===== config.mk =====
export PLATFORM = sky130hd
export DESIGN_NAME = csb_exec
export DESIGN_NICKNAME = d
export VERILOG_FILES = /design/src/rtl/csb_exec.v /design/src/rtl/csb_bit_test.v /design/src/rtl/csb_cmp_flags.v
export VERILOG_INCLUDE_DIRS = /design/src /design/src/rtl
export SDC_FILE = /design/constraint.sdc
export NUM_CORES = 1
export LEC_CHECK = 0
export BUFFER_PORTS_ARGS = -buffer_cell sky130_fd_sc_hd__buf_2
export CAP_MARGIN = 5
export CORE_UTILIZATION = 25
export CTS_BUF_LIST = sky130_fd_sc_hd__clkbuf_16
export DETAILED_ROUTE_END_ITERATION = 8
export MAX_ROUTING_LAYER = met4
export PLACE_DENSITY = 0.49
export SETUP_SLACK_MARGIN = 0.2
export SYNTH_ARGS = -nofsm -noshare
export SYNTH_HDL_FRONTEND = slang
export SYNTH_SLANG_ARGS = --single-unit

===== constraint.sdc =====
create_clock -name i_clk -period 4.3 [get_ports i_clk]
set_clock_uncertainty 0.1 [all_clocks]
set_input_delay 1.29 -clock i_clk [delete_from_list [all_inputs] [get_ports i_clk]]
set_output_delay 1.29 -clock i_clk [all_outputs]
set_load 0.05 [all_outputs]

===== src/rtl/csb_map.vh =====
// Constants for the compare, skip and branch execution slice.
// Assumes 16-bit instruction words and an 11-bit word program counter.
`ifndef CSB_MAP_VH
`define CSB_MAP_VH

// Opcode masks and match values
`define CSB_CPI_MASK 16'hF000
`define CSB_CPI_CODE 16'h3000
`define CSB_SKR_MASK 16'hFE08
`define CSB_SKIP_REG_BIT_CLEAR_CODE 16'hFC00
`define CSB_SKIP_REG_BIT_SET_CODE 16'hFE00
`define CSB_SKI_MASK 16'hFF00
`define CSB_SKIP_IO_BIT_CLEAR_CODE 16'h9900
`define CSB_SKIP_IO_BIT_SET_CODE 16'h9B00
`define CSB_BR_MASK 16'hFC00
`define CSB_BRANCH_STATUS_BIT_SET_CODE 16'hF000
`define CSB_BRANCH_STATUS_BIT_CLEAR_CODE 16'hF400

// Two-word instructions (direct load/store, long jump/call)
`define CSB_LDST_MASK 16'hFE0F
`define CSB_LDS_CODE 16'h9000
`define CSB_STS_CODE 16'h9200
`define CSB_JC_MASK 16'hFE0C
`define CSB_JC_CODE 16'h940C

// Field positions inside the instruction word
`define CSB_KH_MSB 11
`define CSB_KH_LSB 8
`define CSB_KL_MSB 3
`define CSB_KL_LSB 0
`define CSB_BIT_MSB 2
`define CSB_BIT_LSB 0
`define CSB_K_MSB 9
`define CSB_K_LSB 3
`define CSB_K_EXT 4

// Status register bit positions
`define CSB_FLAG_C 0
`define CSB_FLAG_Z 1
`define CSB_FLAG_N 2
`define CSB_FLAG_V 3
`define CSB_FLAG_H 5
`define CSB_FLAG_C3 3'h0
`define CSB_FLAG_Z3 3'h1

// Program counter steps and reset values
`define CSB_PC_W 11
`define CSB_PC_ONE 11'h001
`define CSB_PC_TWO 11'h002
`define CSB_PC_THREE 11'h003
`define CSB_PC_RST 11'h000
`define CSB_STATUS_REGISTER_RST 8'h00

// Execution cycle counts
`define CSB_CYC_ZERO 2'h0
`define CSB_CYC_ONE 2'h1
`define CSB_CYC_TWO 2'h2
`define CSB_CYC_THREE 2'h3

`endif


===== src/rtl/csb_exec.v =====
// Execution slice of an 8-bit core: compare with constant, bit skips
// and conditional relative branches. Owns the program counter and the
// status register; the rest of the core may load either one.
// Assumes the core presents the addressed general register and I/O
// register values, and the next program word, with the instruction.
`timescale 1ns/10ps
`include "csb_map.vh"

module csb_exec (
   input wire i_clk,
   input wire i_sys_rst,
   input wire i_instr_valid,
   input wire [15:0] i_instr,
   input wire [15:0] i_next_word,
   input wire [7:0] i_reg_val,
   input wire [7:0] i_io_val,
   input wire i_pc_load,
   input wire [10:0] i_pc_data,
   input wire i_status_register_load,
   input wire [7:0] i_status_register_data,
   output reg o_ready,
   output reg o_done,
   output reg o_unknown,
   output reg [1:0] o_cycles,
   output reg [10:0] o_pc,
   output reg [7:0] o_status_register
);

   // One-hot sequencer states
   localparam ST_IDLE = 2'h1;
   localparam ST_WAIT = 2'h2;

   // Sequencer state
   reg [1:0] state;
   // Cycles still to wait before the last cycle of the instruction
   reg [1:0] wait_cnt;

   // Decoded instruction class
   wire is_cpi;
   wire is_skip_reg_bit_clear;
   wire is_skip_reg_bit_set;
   wire is_skip_io_bit_clear;
   wire is_skip_io_bit_set;
   wire is_branch_status_bit_set;
   wire is_branch_status_bit_clear;
   wire is_skip;
   wire is_branch;
   wire known;

   // Named branch aliases, only for clarity of the condition path
   wire branch_equal;
   wire branch_not_equal;
   wire branch_carry_set;
   wire branch_carry_clear;
   // Any of the four fixed-flag forms, and its own condition result
   wire fixed_form;
   wire fixed_hit;

   // Instruction fields
   wire [7:0] imm_k;
   wire [2:0] bit_sel;
   wire [10:0] rel_k;

   // Condition results
   wire reg_hit;
   wire io_hit;
   wire status_register_hit;
   wire skip_taken;
   wire branch_taken;
   wire next_two_word;

   // Compare flags
   wire cmp_h;
   wire cmp_v;
   wire cmp_n;
   wire cmp_z;
   wire cmp_c;

   // Handshake: an instruction is accepted only while ready
   wire take;

   // Next values for the architectural state
   reg [10:0] next_pc;
   reg [7:0] next_status_register;
   reg [1:0] next_cycles;

   assign take = i_instr_valid & o_ready;

   // Opcode classes
   assign is_cpi = (i_instr & `CSB_CPI_MASK) == `CSB_CPI_CODE;
   assign is_skip_reg_bit_clear = (i_instr & `CSB_SKR_MASK) == `CSB_SKIP_REG_BIT_CLEAR_CODE;
   assign is_skip_reg_bit_set = (i_instr & `CSB_SKR_MASK) == `CSB_SKIP_REG_BIT_SET_CODE;
   assign is_skip_io_bit_clear = (i_instr & `CSB_SKI_MASK) == `CSB_SKIP_IO_BIT_CLEAR_CODE;
   assign is_skip_io_bit_set = (i_instr & `CSB_SKI_MASK) == `CSB_SKIP_IO_BIT_SET_CODE;
   assign is_branch_status_bit_set = (i_instr & `CSB_BR_MASK) == `CSB_BRANCH_STATUS_BIT_SET_CODE;
   assign is_branch_status_bit_clear = (i_instr & `CSB_BR_MASK) == `CSB_BRANCH_STATUS_BIT_CLEAR_CODE;
   assign is_skip = is_skip_reg_bit_clear | is_skip_reg_bit_set | is_skip_io_bit_clear | is_skip_io_bit_set;
   assign is_branch = is_branch_status_bit_set | is_branch_status_bit_clear;
   assign known = is_cpi | is_skip | is_branch;

   // Fixed-flag branch forms are the status branches on Z or C
   assign branch_equal = is_branch_status_bit_set & (bit_sel == `CSB_FLAG_Z3);
   assign branch_not_equal = is_branch_status_bit_clear & (bit_sel == `CSB_FLAG_Z3);
   assign branch_carry_set = is_branch_status_bit_set & (bit_sel == `CSB_FLAG_C3);
   assign branch_carry_clear = is_branch_status_bit_clear & (bit_sel == `CSB_FLAG_C3);

   // Constant is split around the register field
   assign imm_k = {i_instr[`CSB_KH_MSB:`CSB_KH_LSB],
                   i_instr[`CSB_KL_MSB:`CSB_KL_LSB]};
   assign bit_sel = i_instr[`CSB_BIT_MSB:`CSB_BIT_LSB];
   // Seven-bit word offset, sign extended to the counter width
   assign rel_k = {{`CSB_K_EXT{i_instr[`CSB_K_MSB]}},
                   i_instr[`CSB_K_MSB:`CSB_K_LSB]};

   // General register bit test; polarity from the set/clear form
   csb_bit_test #(
      .W(8),
      .SW(3)
   ) u_reg_test (
      .i_value(i_reg_val),
      .i_sel(bit_sel),
      .i_want(is_skip_reg_bit_set),
      .o_hit(reg_hit)
   );

   // I/O register bit test
   csb_bit_test #(
      .W(8),
      .SW(3)
   ) u_io_test (
      .i_value(i_io_val),
      .i_sel(bit_sel),
      .i_want(is_skip_io_bit_set),
      .o_hit(io_hit)
   );

   // Status register bit test; set form wants a one
   csb_bit_test #(
      .W(8),
      .SW(3)
   ) u_status_register_test (
      .i_value(o_status_register),
      .i_sel(bit_sel),
      .i_want(is_branch_status_bit_set),
      .o_hit(status_register_hit)
   );

   // Compare against the constant
   csb_cmp_flags u_cmp (
      .i_rd(i_reg_val),
      .i_k(imm_k),
      .o_h(cmp_h),
      .o_v(cmp_v),
      .o_n(cmp_n),
      .o_z(cmp_z),
      .o_c(cmp_c)
   );

   // Register skips use the register test, I/O skips the I/O test
   assign skip_taken = ((is_skip_reg_bit_clear | is_skip_reg_bit_set) & reg_hit) |
                       ((is_skip_io_bit_clear | is_skip_io_bit_set) & io_hit);
   // Fixed-flag forms test Z or C directly; the result must agree with
   // the generic status test, which covers every other status bit
   assign fixed_form = branch_equal | branch_not_equal |
                       branch_carry_set | branch_carry_clear;
   assign fixed_hit =
      (branch_equal & o_status_register[`CSB_FLAG_Z]) |
      (branch_not_equal & ~o_status_register[`CSB_FLAG_Z]) |
      (branch_carry_set & o_status_register[`CSB_FLAG_C]) |
      (branch_carry_clear & ~o_status_register[`CSB_FLAG_C]);
   // Every other status bit goes through the generic test
   assign branch_taken = fixed_form ? fixed_hit :
                         (is_branch & status_register_hit);

   // A skipped two-word instruction costs one more word and cycle
   assign next_two_word =
      ((i_next_word & `CSB_LDST_MASK) == `CSB_LDS_CODE) |
      ((i_next_word & `CSB_LDST_MASK) == `CSB_STS_CODE) |
      ((i_next_word & `CSB_JC_MASK) == `CSB_JC_CODE);

   // Next program counter and cycle count
   always @* begin
      next_pc = o_pc + `CSB_PC_ONE;
      next_cycles = `CSB_CYC_ONE;
      if (!known) begin
         // Not ours: hold the counter; a core load on the same edge is ignored
         next_pc = o_pc;
      end else if (is_skip) begin
         if (skip_taken) begin
            if (next_two_word) begin
               next_pc = o_pc + `CSB_PC_THREE;
               next_cycles = `CSB_CYC_THREE;
            end else begin
               next_pc = o_pc + `CSB_PC_TWO;
               next_cycles = `CSB_CYC_TWO;
            end
         end
      end else if (is_branch) begin
         if (branch_taken) begin
            // Relative target wraps within the counter width
            next_pc = o_pc + rel_k + `CSB_PC_ONE;
            next_cycles = `CSB_CYC_TWO;
         end
      end
   end

   // Next status register: compare updates five flags only
   always @* begin
      next_status_register = o_status_register;
      if (take & is_cpi) begin
         next_status_register[`CSB_FLAG_H] = cmp_h;
         next_status_register[`CSB_FLAG_V] = cmp_v;
         next_status_register[`CSB_FLAG_N] = cmp_n;
         next_status_register[`CSB_FLAG_Z] = cmp_z;
         next_status_register[`CSB_FLAG_C] = cmp_c;
      end else if (i_status_register_load) begin
         // Core write when this slice does not touch the flags
         next_status_register = i_status_register_data;
      end
   end

   // Status register; skips and branches never write it
   always @(posedge i_clk or posedge i_sys_rst) begin
      if (i_sys_rst) begin
         o_status_register <= `CSB_STATUS_REGISTER_RST;
      end else begin
         o_status_register <= next_status_register;
      end
   end

   // Program counter: own update wins over a core load
   always @(posedge i_clk or posedge i_sys_rst) begin
      if (i_sys_rst) begin
         o_pc <= `CSB_PC_RST;
      end else if (take) begin
         o_pc <= next_pc;
      end else if (i_pc_load) begin
         o_pc <= i_pc_data;
      end
   end

   // Sequencer: holds off new work for the extra cycles
   // The counter moves at accept time so the fetch side can
   // follow at once; the wait only models the cycle cost.
   always @(posedge i_clk or posedge i_sys_rst) begin
      if (i_sys_rst) begin
         state <= ST_IDLE;
         wait_cnt <= `CSB_CYC_ZERO;
         o_ready <= 1'b1;
         o_done <= 1'b0;
         o_unknown <= 1'b0;
         o_cycles <= `CSB_CYC_ZERO;
      end else begin
         o_done <= 1'b0;
         o_unknown <= 1'b0;
         case (state)
            ST_IDLE: begin
               if (take) begin
                  o_cycles <= next_cycles;
                  o_unknown <= ~known;
                  if (next_cycles == `CSB_CYC_ONE) begin
                     // Single-cycle: done right away, stay ready
                     o_done <= 1'b1;
                  end else begin
                     // Multi-cycle: drop ready for the remainder
                     state <= ST_WAIT;
                     o_ready <= 1'b0;
                     wait_cnt <= next_cycles - `CSB_CYC_TWO;
                  end
               end
            end
            ST_WAIT: begin
               if (wait_cnt == `CSB_CYC_ZERO) begin
                  // Last cycle of the instruction
                  state <= ST_IDLE;
                  o_ready <= 1'b1;
                  o_done <= 1'b1;
               end else begin
                  wait_cnt <= wait_cnt - `CSB_CYC_ONE;
               end
            end
            default: begin
               // Recover from an illegal code
               state <= ST_IDLE;
               o_ready <= 1'b1;
               wait_cnt <= `CSB_CYC_ZERO;
            end
         endcase
      end
   end

endmodule // csb_exec


===== src/rtl/csb_bit_test.v =====
// Single bit test: selects one bit of a word and compares it to a level.
// Assumes operands are stable in the cycle the instruction is taken.
`timescale 1ns/10ps

module csb_bit_test #(
   parameter W = 8,
   parameter SW = 3
) (
   input wire [W-1:0] i_value,
   input wire [SW-1:0] i_sel,
   input wire i_want,
   output wire o_hit
);

   // High when the chosen bit equals the wanted level
   assign o_hit = (i_value[i_sel] == i_want);

endmodule // csb_bit_test


===== src/rtl/csb_cmp_flags.v =====
// Compare unit: subtracts an 8-bit constant and derives the flags.
// Assumes the register operand is delivered by the core's register file.
`timescale 1ns/10ps

module csb_cmp_flags (
   input wire [7:0] i_rd,
   input wire [7:0] i_k,
   output wire o_h,
   output wire o_v,
   output wire o_n,
   output wire o_z,
   output wire o_c
);

   // Difference, kept only for the flags
   wire [7:0] res;

   assign res = i_rd - i_k;
   // Borrow out of bit 3
   assign o_h = (~i_rd[3] & i_k[3]) | (i_k[3] & res[3]) | (res[3] & ~i_rd[3]);
   // Signed overflow of the subtraction
   assign o_v = (i_rd[7] & ~i_k[7] & ~res[7]) | (~i_rd[7] & i_k[7] & res[7]);
   assign o_n = res[7];
   assign o_z = (res == 8'h00);
   // Borrow out of bit 7
   assign o_c = (~i_rd[7] & i_k[7]) | (i_k[7] & res[7]) | (res[7] & ~i_rd[7]);

endmodule // csb_cmp_flags


==> results of run 1 <==
[path summary, 6_finish.rpt]
| kind | endpoint | slack, ps | cells past startpoint |
|---|---|---|---|
| min reg2reg | wait_cnt[1] | 410 | 1 |
| max reg2reg | o_pc[10] | 1270 | 12 |
| min | wait_cnt[1] | 410 | 1 |
| max in group asynchronous | state[0] | 2800 | 3 |
| min in group asynchronous | o_pc[9] | 980 | 3 |
| max | o_status_register[1] | 490 | 16 |
[state kept, by name, indices dropped and copies added, names as in the netlist]
name               cells
o_unknown              1
o_cycles               2
wait_cnt               2
o_done                 1
o_pc                  11
state                  2
o_status_register      8
[placed cells by master, fill, tap and decap left out, types with 4 or more instances in the layout]
cell / synthesis / final
ha_1: 26 / 26
nor2b_1: 7 / 7
and3_1: 5 / 5
mux4_2: 6 / 6
mux2_2: 7 / 7
nand3_1: 15 / 15
buf_4: 0 / 9
a21o_1: 4 / 4
a31oi_1: 5 / 5
xnor2_1: 16 / 16
nor2_1: 31 / 31
nand2_1: 28 / 28
mux2i_1: 8 / 8
dfrtp_1: 26 / 26
buf_2: 4 / 90
nand2b_1: 10 / 10
a21oi_1: 24 / 23
o211ai_1: 5 / 5
nand4_1: 5 / 5
o21ai_0: 21 / 21
xor2_1: 8 / 8
inv_1: 22 / 22
o221ai_1: 4 / 4
[metal layers]
metal | global-route usage (%) | share of wire, % | up-vias
met5 | - | 0 | -
met4 | 5.07 | 2.5 | 0
met2 | 25.4 | 48 | 67
met3 | 2.30 | 3.4 | 17
met1 | 19.5 | 46 | 1416
li1 | - | - | 1456
[where the power goes]
group          switching (mW)  leakage (nW)  internal (mW)
Sequential              0.134         0.321          0.342
Combinational           0.725          1.37          0.435
Clock                  0.0998        0.0409          0.126
Total                   0.959          1.73          0.902
[logic make-up after synthesis]
family	after synthesis	synth area share [%]
compound gates	89	19.2
mux	22	10.5
simple gates	122	21.3
buf+inv	38	5.25
xor+xnor	24	7.12
flops	27	22.9
fa+ha+maj	30	13.7
[worst register-to-register path: cells and delay by family (launching register included)]
kind / cells / cell delay [ps]
xor gates and xnor gates: 1 / 190
AOI/OAI and AO/OA: 4 / 1060
buffers and inverters: 2 / 210
DFF: 1 / 480
adders and majority gates: 2 / 620
and+or+nand+nor: 3 / 280
[per-stage QoR]
| step | setup WS (ps) | hold slack, ps | utilization, % |
|---|---|---|---|
| 3_3_place_gp | 104 | 370 | 31.2 |
| 5_1_grt | 205 | 440 | 32.0 |
| 6_report | 493 | 411 | 32.0 |
| 4_1_cts | 391 | 415 | 31.9 |
| 3_5_place_dp | 118 | 378 | 31.2 |
| 2_1_floorplan | 262 | 379 | - |
[final cells by class]
cell class                 count  area (sq um)  area share, %
timing repair buffer          99           518           14.1
tap                          143           179           4.88
clock buffer                   3          75.1           2.05
sequential                    27           677           18.5
inverter                      23          86.3           2.35
multi-input combinational    287          2130           58.0
clock inverter                 1          5.00          0.136
==> out/qor.yml, run 1 <==
outcome:
  outcome: "finished, final reports clean"
logic_synthesis:
  synthCells: 352
  synth.distinct_cells: 59
  synthFlopType: "dfrtp_1"
  synth.most_common_cell: "nor2_1"
  synth_area_sq_um: 2950
  synth-edff-count: 0
  avgSynthCellArea_sq_um: 8.39
  yosysSeqAreaShare_pct: 22.9
  synth_warnings: 0
  async_reset_ff_share_pct: 100
  synth_area_leaders: "dfrtp_1 22%, ha_1 11%, xnor2_1 4.7%, mux4_2 4.6%, a21oi_1 4.1%"
  synth_fp_nets: 454
  ys_ff_latch: 27
  synth_top_cell_area_share_pct: 22.0
  synth_top_cell_by_area: "dfrtp_1"
  ys_top_cells_by_count: "31 x nor2_1, 28 x nand2_1, 26 x dfrtp_1, 26 x ha_1, 24 x a21oi_1"
run:
  drv_cap: 0
setup_path:
  worstPathCellList: "buf_2 > inv_1 > ha_1 > nor2b_1 > o21ai_0 > nand2b_1 > a21o_1 > a21oi_2 > nor2b_1 > o21ai_0 > nand2b_1 > fa_2 > nand4bb_1 > nor4_1 > a32oi_1 > a21oi_1"
  crit_fanout: 4
  cp_slowest_stage_delay_ps: 450
  required_ps: 4390
  crit_family: "compound AO/OA/AOI/OAI gates"
  crit_type: "in2reg"
  crit_path_start_kind: "primary input"
  cp-end-kind: "flop"
  setup.worst_path.start: "i_instr[1]"
  worst_ep_arrival_time_ps: 3900
  rr_startpoint: "o_pc[0]"
  path_buf_inv: 2
  critPathSlowestCell: "fa_2"
routing:
  via_count: 2956
  drcViolationCount: 0
  drt_iter0_markers: 135
  totalWireLength_um: 8950
  wire_per_inst_um: 15.3
  drt_first_pass_iters: 5
  routed_via_density: 5.07
  ant_nets: 0
final_layout:
  fillers: 1232
  layout-drive-gt1-share_pct: 28.2
  area_growth_syn_to_layout_pct: 24.2
  final_cell_count_no_fill: 583
  num_antenna_cells: 0
  nNetsFinal: 543
  final_design_area_no_fill_sq_um: 3670
global_routing:
  antenna_found_initial: 0
  grt_max_degree: 28
  gr-total-overflow: 0
  grt_usage_pct: 15.5
  grt_pass1_wl_um: 15000
  first_global_vias: 3020
timing:
  final.min_clock_period_ps: 3810
  slew_violations: 0
  setup_viol: 0
  grt_setup_unrepaired: "false"
  totalNegativeSetupSlack_ps: 0
  timing.final.crit_share_pct: 88.5
  slew_headroom_pct: 61.3
  tightest_slew_ps: 574
  hold_violations: 0
  max_freq_mhz: 263
power_and_ir_drop:
  power.total_mw: 1.86
  ir_drop_mv: 0.157
  p_leak_nw: 1.73
  p_per_area_nw_per_um2: 508
floorplan:
  row_count: 39
  die_y_um: 111
  core_sq_um: 11500
  num_io_pins: 96
  start_util_pct: 25.8
  dieArea_sq_um: 12300
  die_w_um: 111
placed_design:
  place_area_sq_um: 3580
  routabilityCongestion: 0.859
  numPortBuffers: 90
  dp_hpwl_um: 7160
  dp_cells: 579
cts:
  htree_levels: 1
  post_cts_buffers: 0
  cts-root-buf: "clkbuf_16"
  cts.clk_slew.worst_paths_ps: 70
  cts_sinks: 27
  clk_latency_ps: 270
  clock_path_buffers: 2
  cts_resized: 0
  numCtsBuffers: 3
  tritoncts: "yes"
  cts_hold_buf: 0
hold_path:
  hold_class: "reg2reg"
  min_from: "wait_cnt[1]"
Power figures use the tool's default switching activity.
==> run 2, diff against run 1 <==
Settings changed: ABC_AREA from default to 1, PLACE_DENSITY 0.49 to 0.48.
==> out/qor.yml, run 2 <==
outcome:
  outcome: "finished, final reports clean"
cts:
  clk_latency_ps: 280
  post_cts_buffers: 0
  cts.clk_slew.worst_paths_ps: 80
  cts-root-buf: "clkbuf_16"
  htree_levels: 1
  numCtsBuffers: 3
  cts_resized: 0
  cts_sinks: 27
  cts_hold_buf: 0
  tritoncts: "yes"
  clock_path_buffers: 2
global_routing:
  gr-total-overflow: 0
  grt_max_degree: 28
  antenna_found_initial: 0
  use_met3_pct: 1.13
  met1_usage_pct: 21.1
  grt_pass1_wl_um: 17600
  first_global_vias: 3586
  use_met2_pct: 26.2
  grt_usage_pct: 15.8
  grt-busiest-layer: "met2"
final_layout:
  final_cell_mix: "180 x nand2_1, 90 x buf_2, 86 x inv_1"
  largest_register_ffs: 11
  nNetsFinal: 761
  final_design_area_no_fill_sq_um: 4220
  area_growth_syn_to_layout_pct: 20.1
  reg_top3: "o_pc: 11 flops, o_status_register: 8 flops"
  num_antenna_cells: 0
  final_common_cell: "nand2_1"
  largest-register: "o_pc"
  layout-drive-gt1-share_pct: 19.5
floorplan:
  core_sq_um: 13500
  num_io_pins: 96
  die_w_um: 121
  row_count: 42
  start_util_pct: 26.1
  dieArea_sq_um: 14500
  die_y_um: 121
placed_design:
  routabilityCongestion: 0.903
  numPortBuffers: 90
  place_area_sq_um: 4140
  dp_hpwl_um: 9050
timing:
  slew_violations: 0
  tightest_slew_ps: 1130
  setup_viol: 0
  hold_violations: 0
  grt_setup_unrepaired: "false"
  slew_headroom_pct: 24.8
  final.min_clock_period_ps: 3740
  whs_ps: 384
  totalNegativeSetupSlack_ps: 0
  max_freq_mhz: 268
  timing.final.crit_share_pct: 86.9
logic_synthesis:
  ys_top_cells_by_count: "180 x nand2_1, 86 x inv_1, 49 x nand3_1, 49 x nor2_1"
  synth_fp_nets: 672
  synth_warnings: 0
  ys_ff_latch: 27
  synthFlopType: "dfrtp_1"
  synth.most_common_cell: "nand2_1"
  synth_area_leaders: "nand2_1 19%, dfrtp_1 19%, ha_1 9.3%, inv_1 9.2%, nand3_1 7.0%"
  synth_area_sq_um: 3520
  synthCells: 570
  async_reset_ff_share_pct: 100
  yosysSeqAreaShare_pct: 19.3
  synth.distinct_cells: 41
  synth_top_cell_by_area: "nand2_1"
  synth_top_cell_area_share_pct: 19.2
  avgSynthCellArea_sq_um: 6.17
  synth-edff-count: 0
setup_path:
  crit_cells: 13
  critPathSlowestCell: "fa_1"
  worst_ep_arrival_time_ps: 3850
  reg2reg_depth: 16
  crit_fanout: 5
  worstPathCellList: "buf_2 > inv_1 > ha_1 > nand2_1 > o21ai_0 > a21oi_1 > o21bai_1 > a21oi_1 > o21bai_1 > fa_1 > nor4_1 > nand3_1 > a21oi_1"
  reg2reg_slack_ps: 1780
  crit_family: "compound AO/OA/AOI/OAI gates"
  crit_type: "in2reg"
  path_buf_inv: 2
  crit_path_start_kind: "primary input"
  cp-end-kind: "flop"
  required_ps: 4410
  path_common_cell: "a21oi_1"
  cp_slowest_stage_delay_ps: 490
hold_path:
  hold_class: "reg2reg"
  hold_depth: 2
routing:
  ant_nets: 0
  drt_iter0_markers: 161
  drcViolationCount: 0
  drt_first_pass_iters: 4
  wire_per_inst_um: 13.2
  via_count: 3803
  totalWireLength_um: 11000
  routed_via_density: 4.56
run:
  drv_cap: 0
power_and_ir_drop:
  ir_drop_mv: 0.228
  p_leak_nw: 2.37
  p_per_area_nw_per_um2: 495
## run 2: cell count changes after synthesis, sizes merged, moves of 7 or more
cell | previous run | this run
nand3 | 15 | 54
xnor2 | 16 | 4
nor2 | 31 | 54
nor2b | 7 | 0
nand2 | 28 | 188
mux2i | 8 | 0
xor2 | 8 | 25
nand2b | 10 | 0
clkbuf | 10 | 1
inv | 23 | 91
mux2 | 8 | 1
## run 2: through the flow
step / std cells / util (%) / power (mW) / setup slack [ps]
final: 834 / 31.4 / 2.09 / 562
after CTS: 834 / 31.4 / 2.10 / 549
after detailed placement: 830 / 30.8 / 1.85 / 265
after floorplan: 570 / - / 1.48 / 675
after global placement: 830 / 30.8 / 1.85 / 306
after global routing: 834 / 31.4 / 2.28 / 301
## run 2: final cells by class
type | instances | area [sq um]
timing repair buffer | 92 | 465
clock buffer | 3 | 75.1
fill | 1553 | 9230
tap | 176 | 220
clock inverter | 1 | 8.76
multi-input combinational | 443 | 2430
inverter | 92 | 348
sequential | 27 | 677
## run 2: worst paths after layout
path	from	end
max in group asynchronous	i_sys_rst	o_pc[9]
worst max register to register	o_pc[0]	o_pc[8]
worst min register to register	wait_cnt[1]	wait_cnt[1]
worst max-delay path	i_instr[2]	o_status_register[1]
min in group asynchronous	i_sys_rst	o_status_register[2]
worst min-delay path	wait_cnt[1]	wait_cnt[1]
## run 2: where the power goes
group,switching (mW),internal (mW)
combinational,0.920,0.442
clock,0.107,0.129
sequential,0.153,0.340
## run 2: worst min-delay path, delay by kind of cell, from the launching register on
kind	cells	cell delay (ps)
flip-flops	1	340
AND/OR/NAND/NOR	2	110
## run 2: per-layer routing
| layer | wire (um) | vias to the layer above |
|---|---|---|
| li1 | - | 1985 |
| met1 | 5260 | 1733 |
| met2 | 5180 | 79 |
| met3 | 457 | 6 |
| met4 | 72 | 0 |
| met5 | 0 | - |
## run 2: cell families (layout without fill, tap and decap cells)
family / Yosys count / after routing / synth area share, %
adder cells (fa/ha/maj): 30 / 30 / 11.5
AO/OA/AOI/OAI: 64 / 64 / 10.4
buffers and inverters: 100 / 188 / 11.7
flip-flops: 27 / 27 / 19.3
XOR/XNOR: 29 / 29 / 7.22
AND/OR/NAND/NOR: 319 / 319 / 39.5
multiplexers: 1 / 1 / 0.427
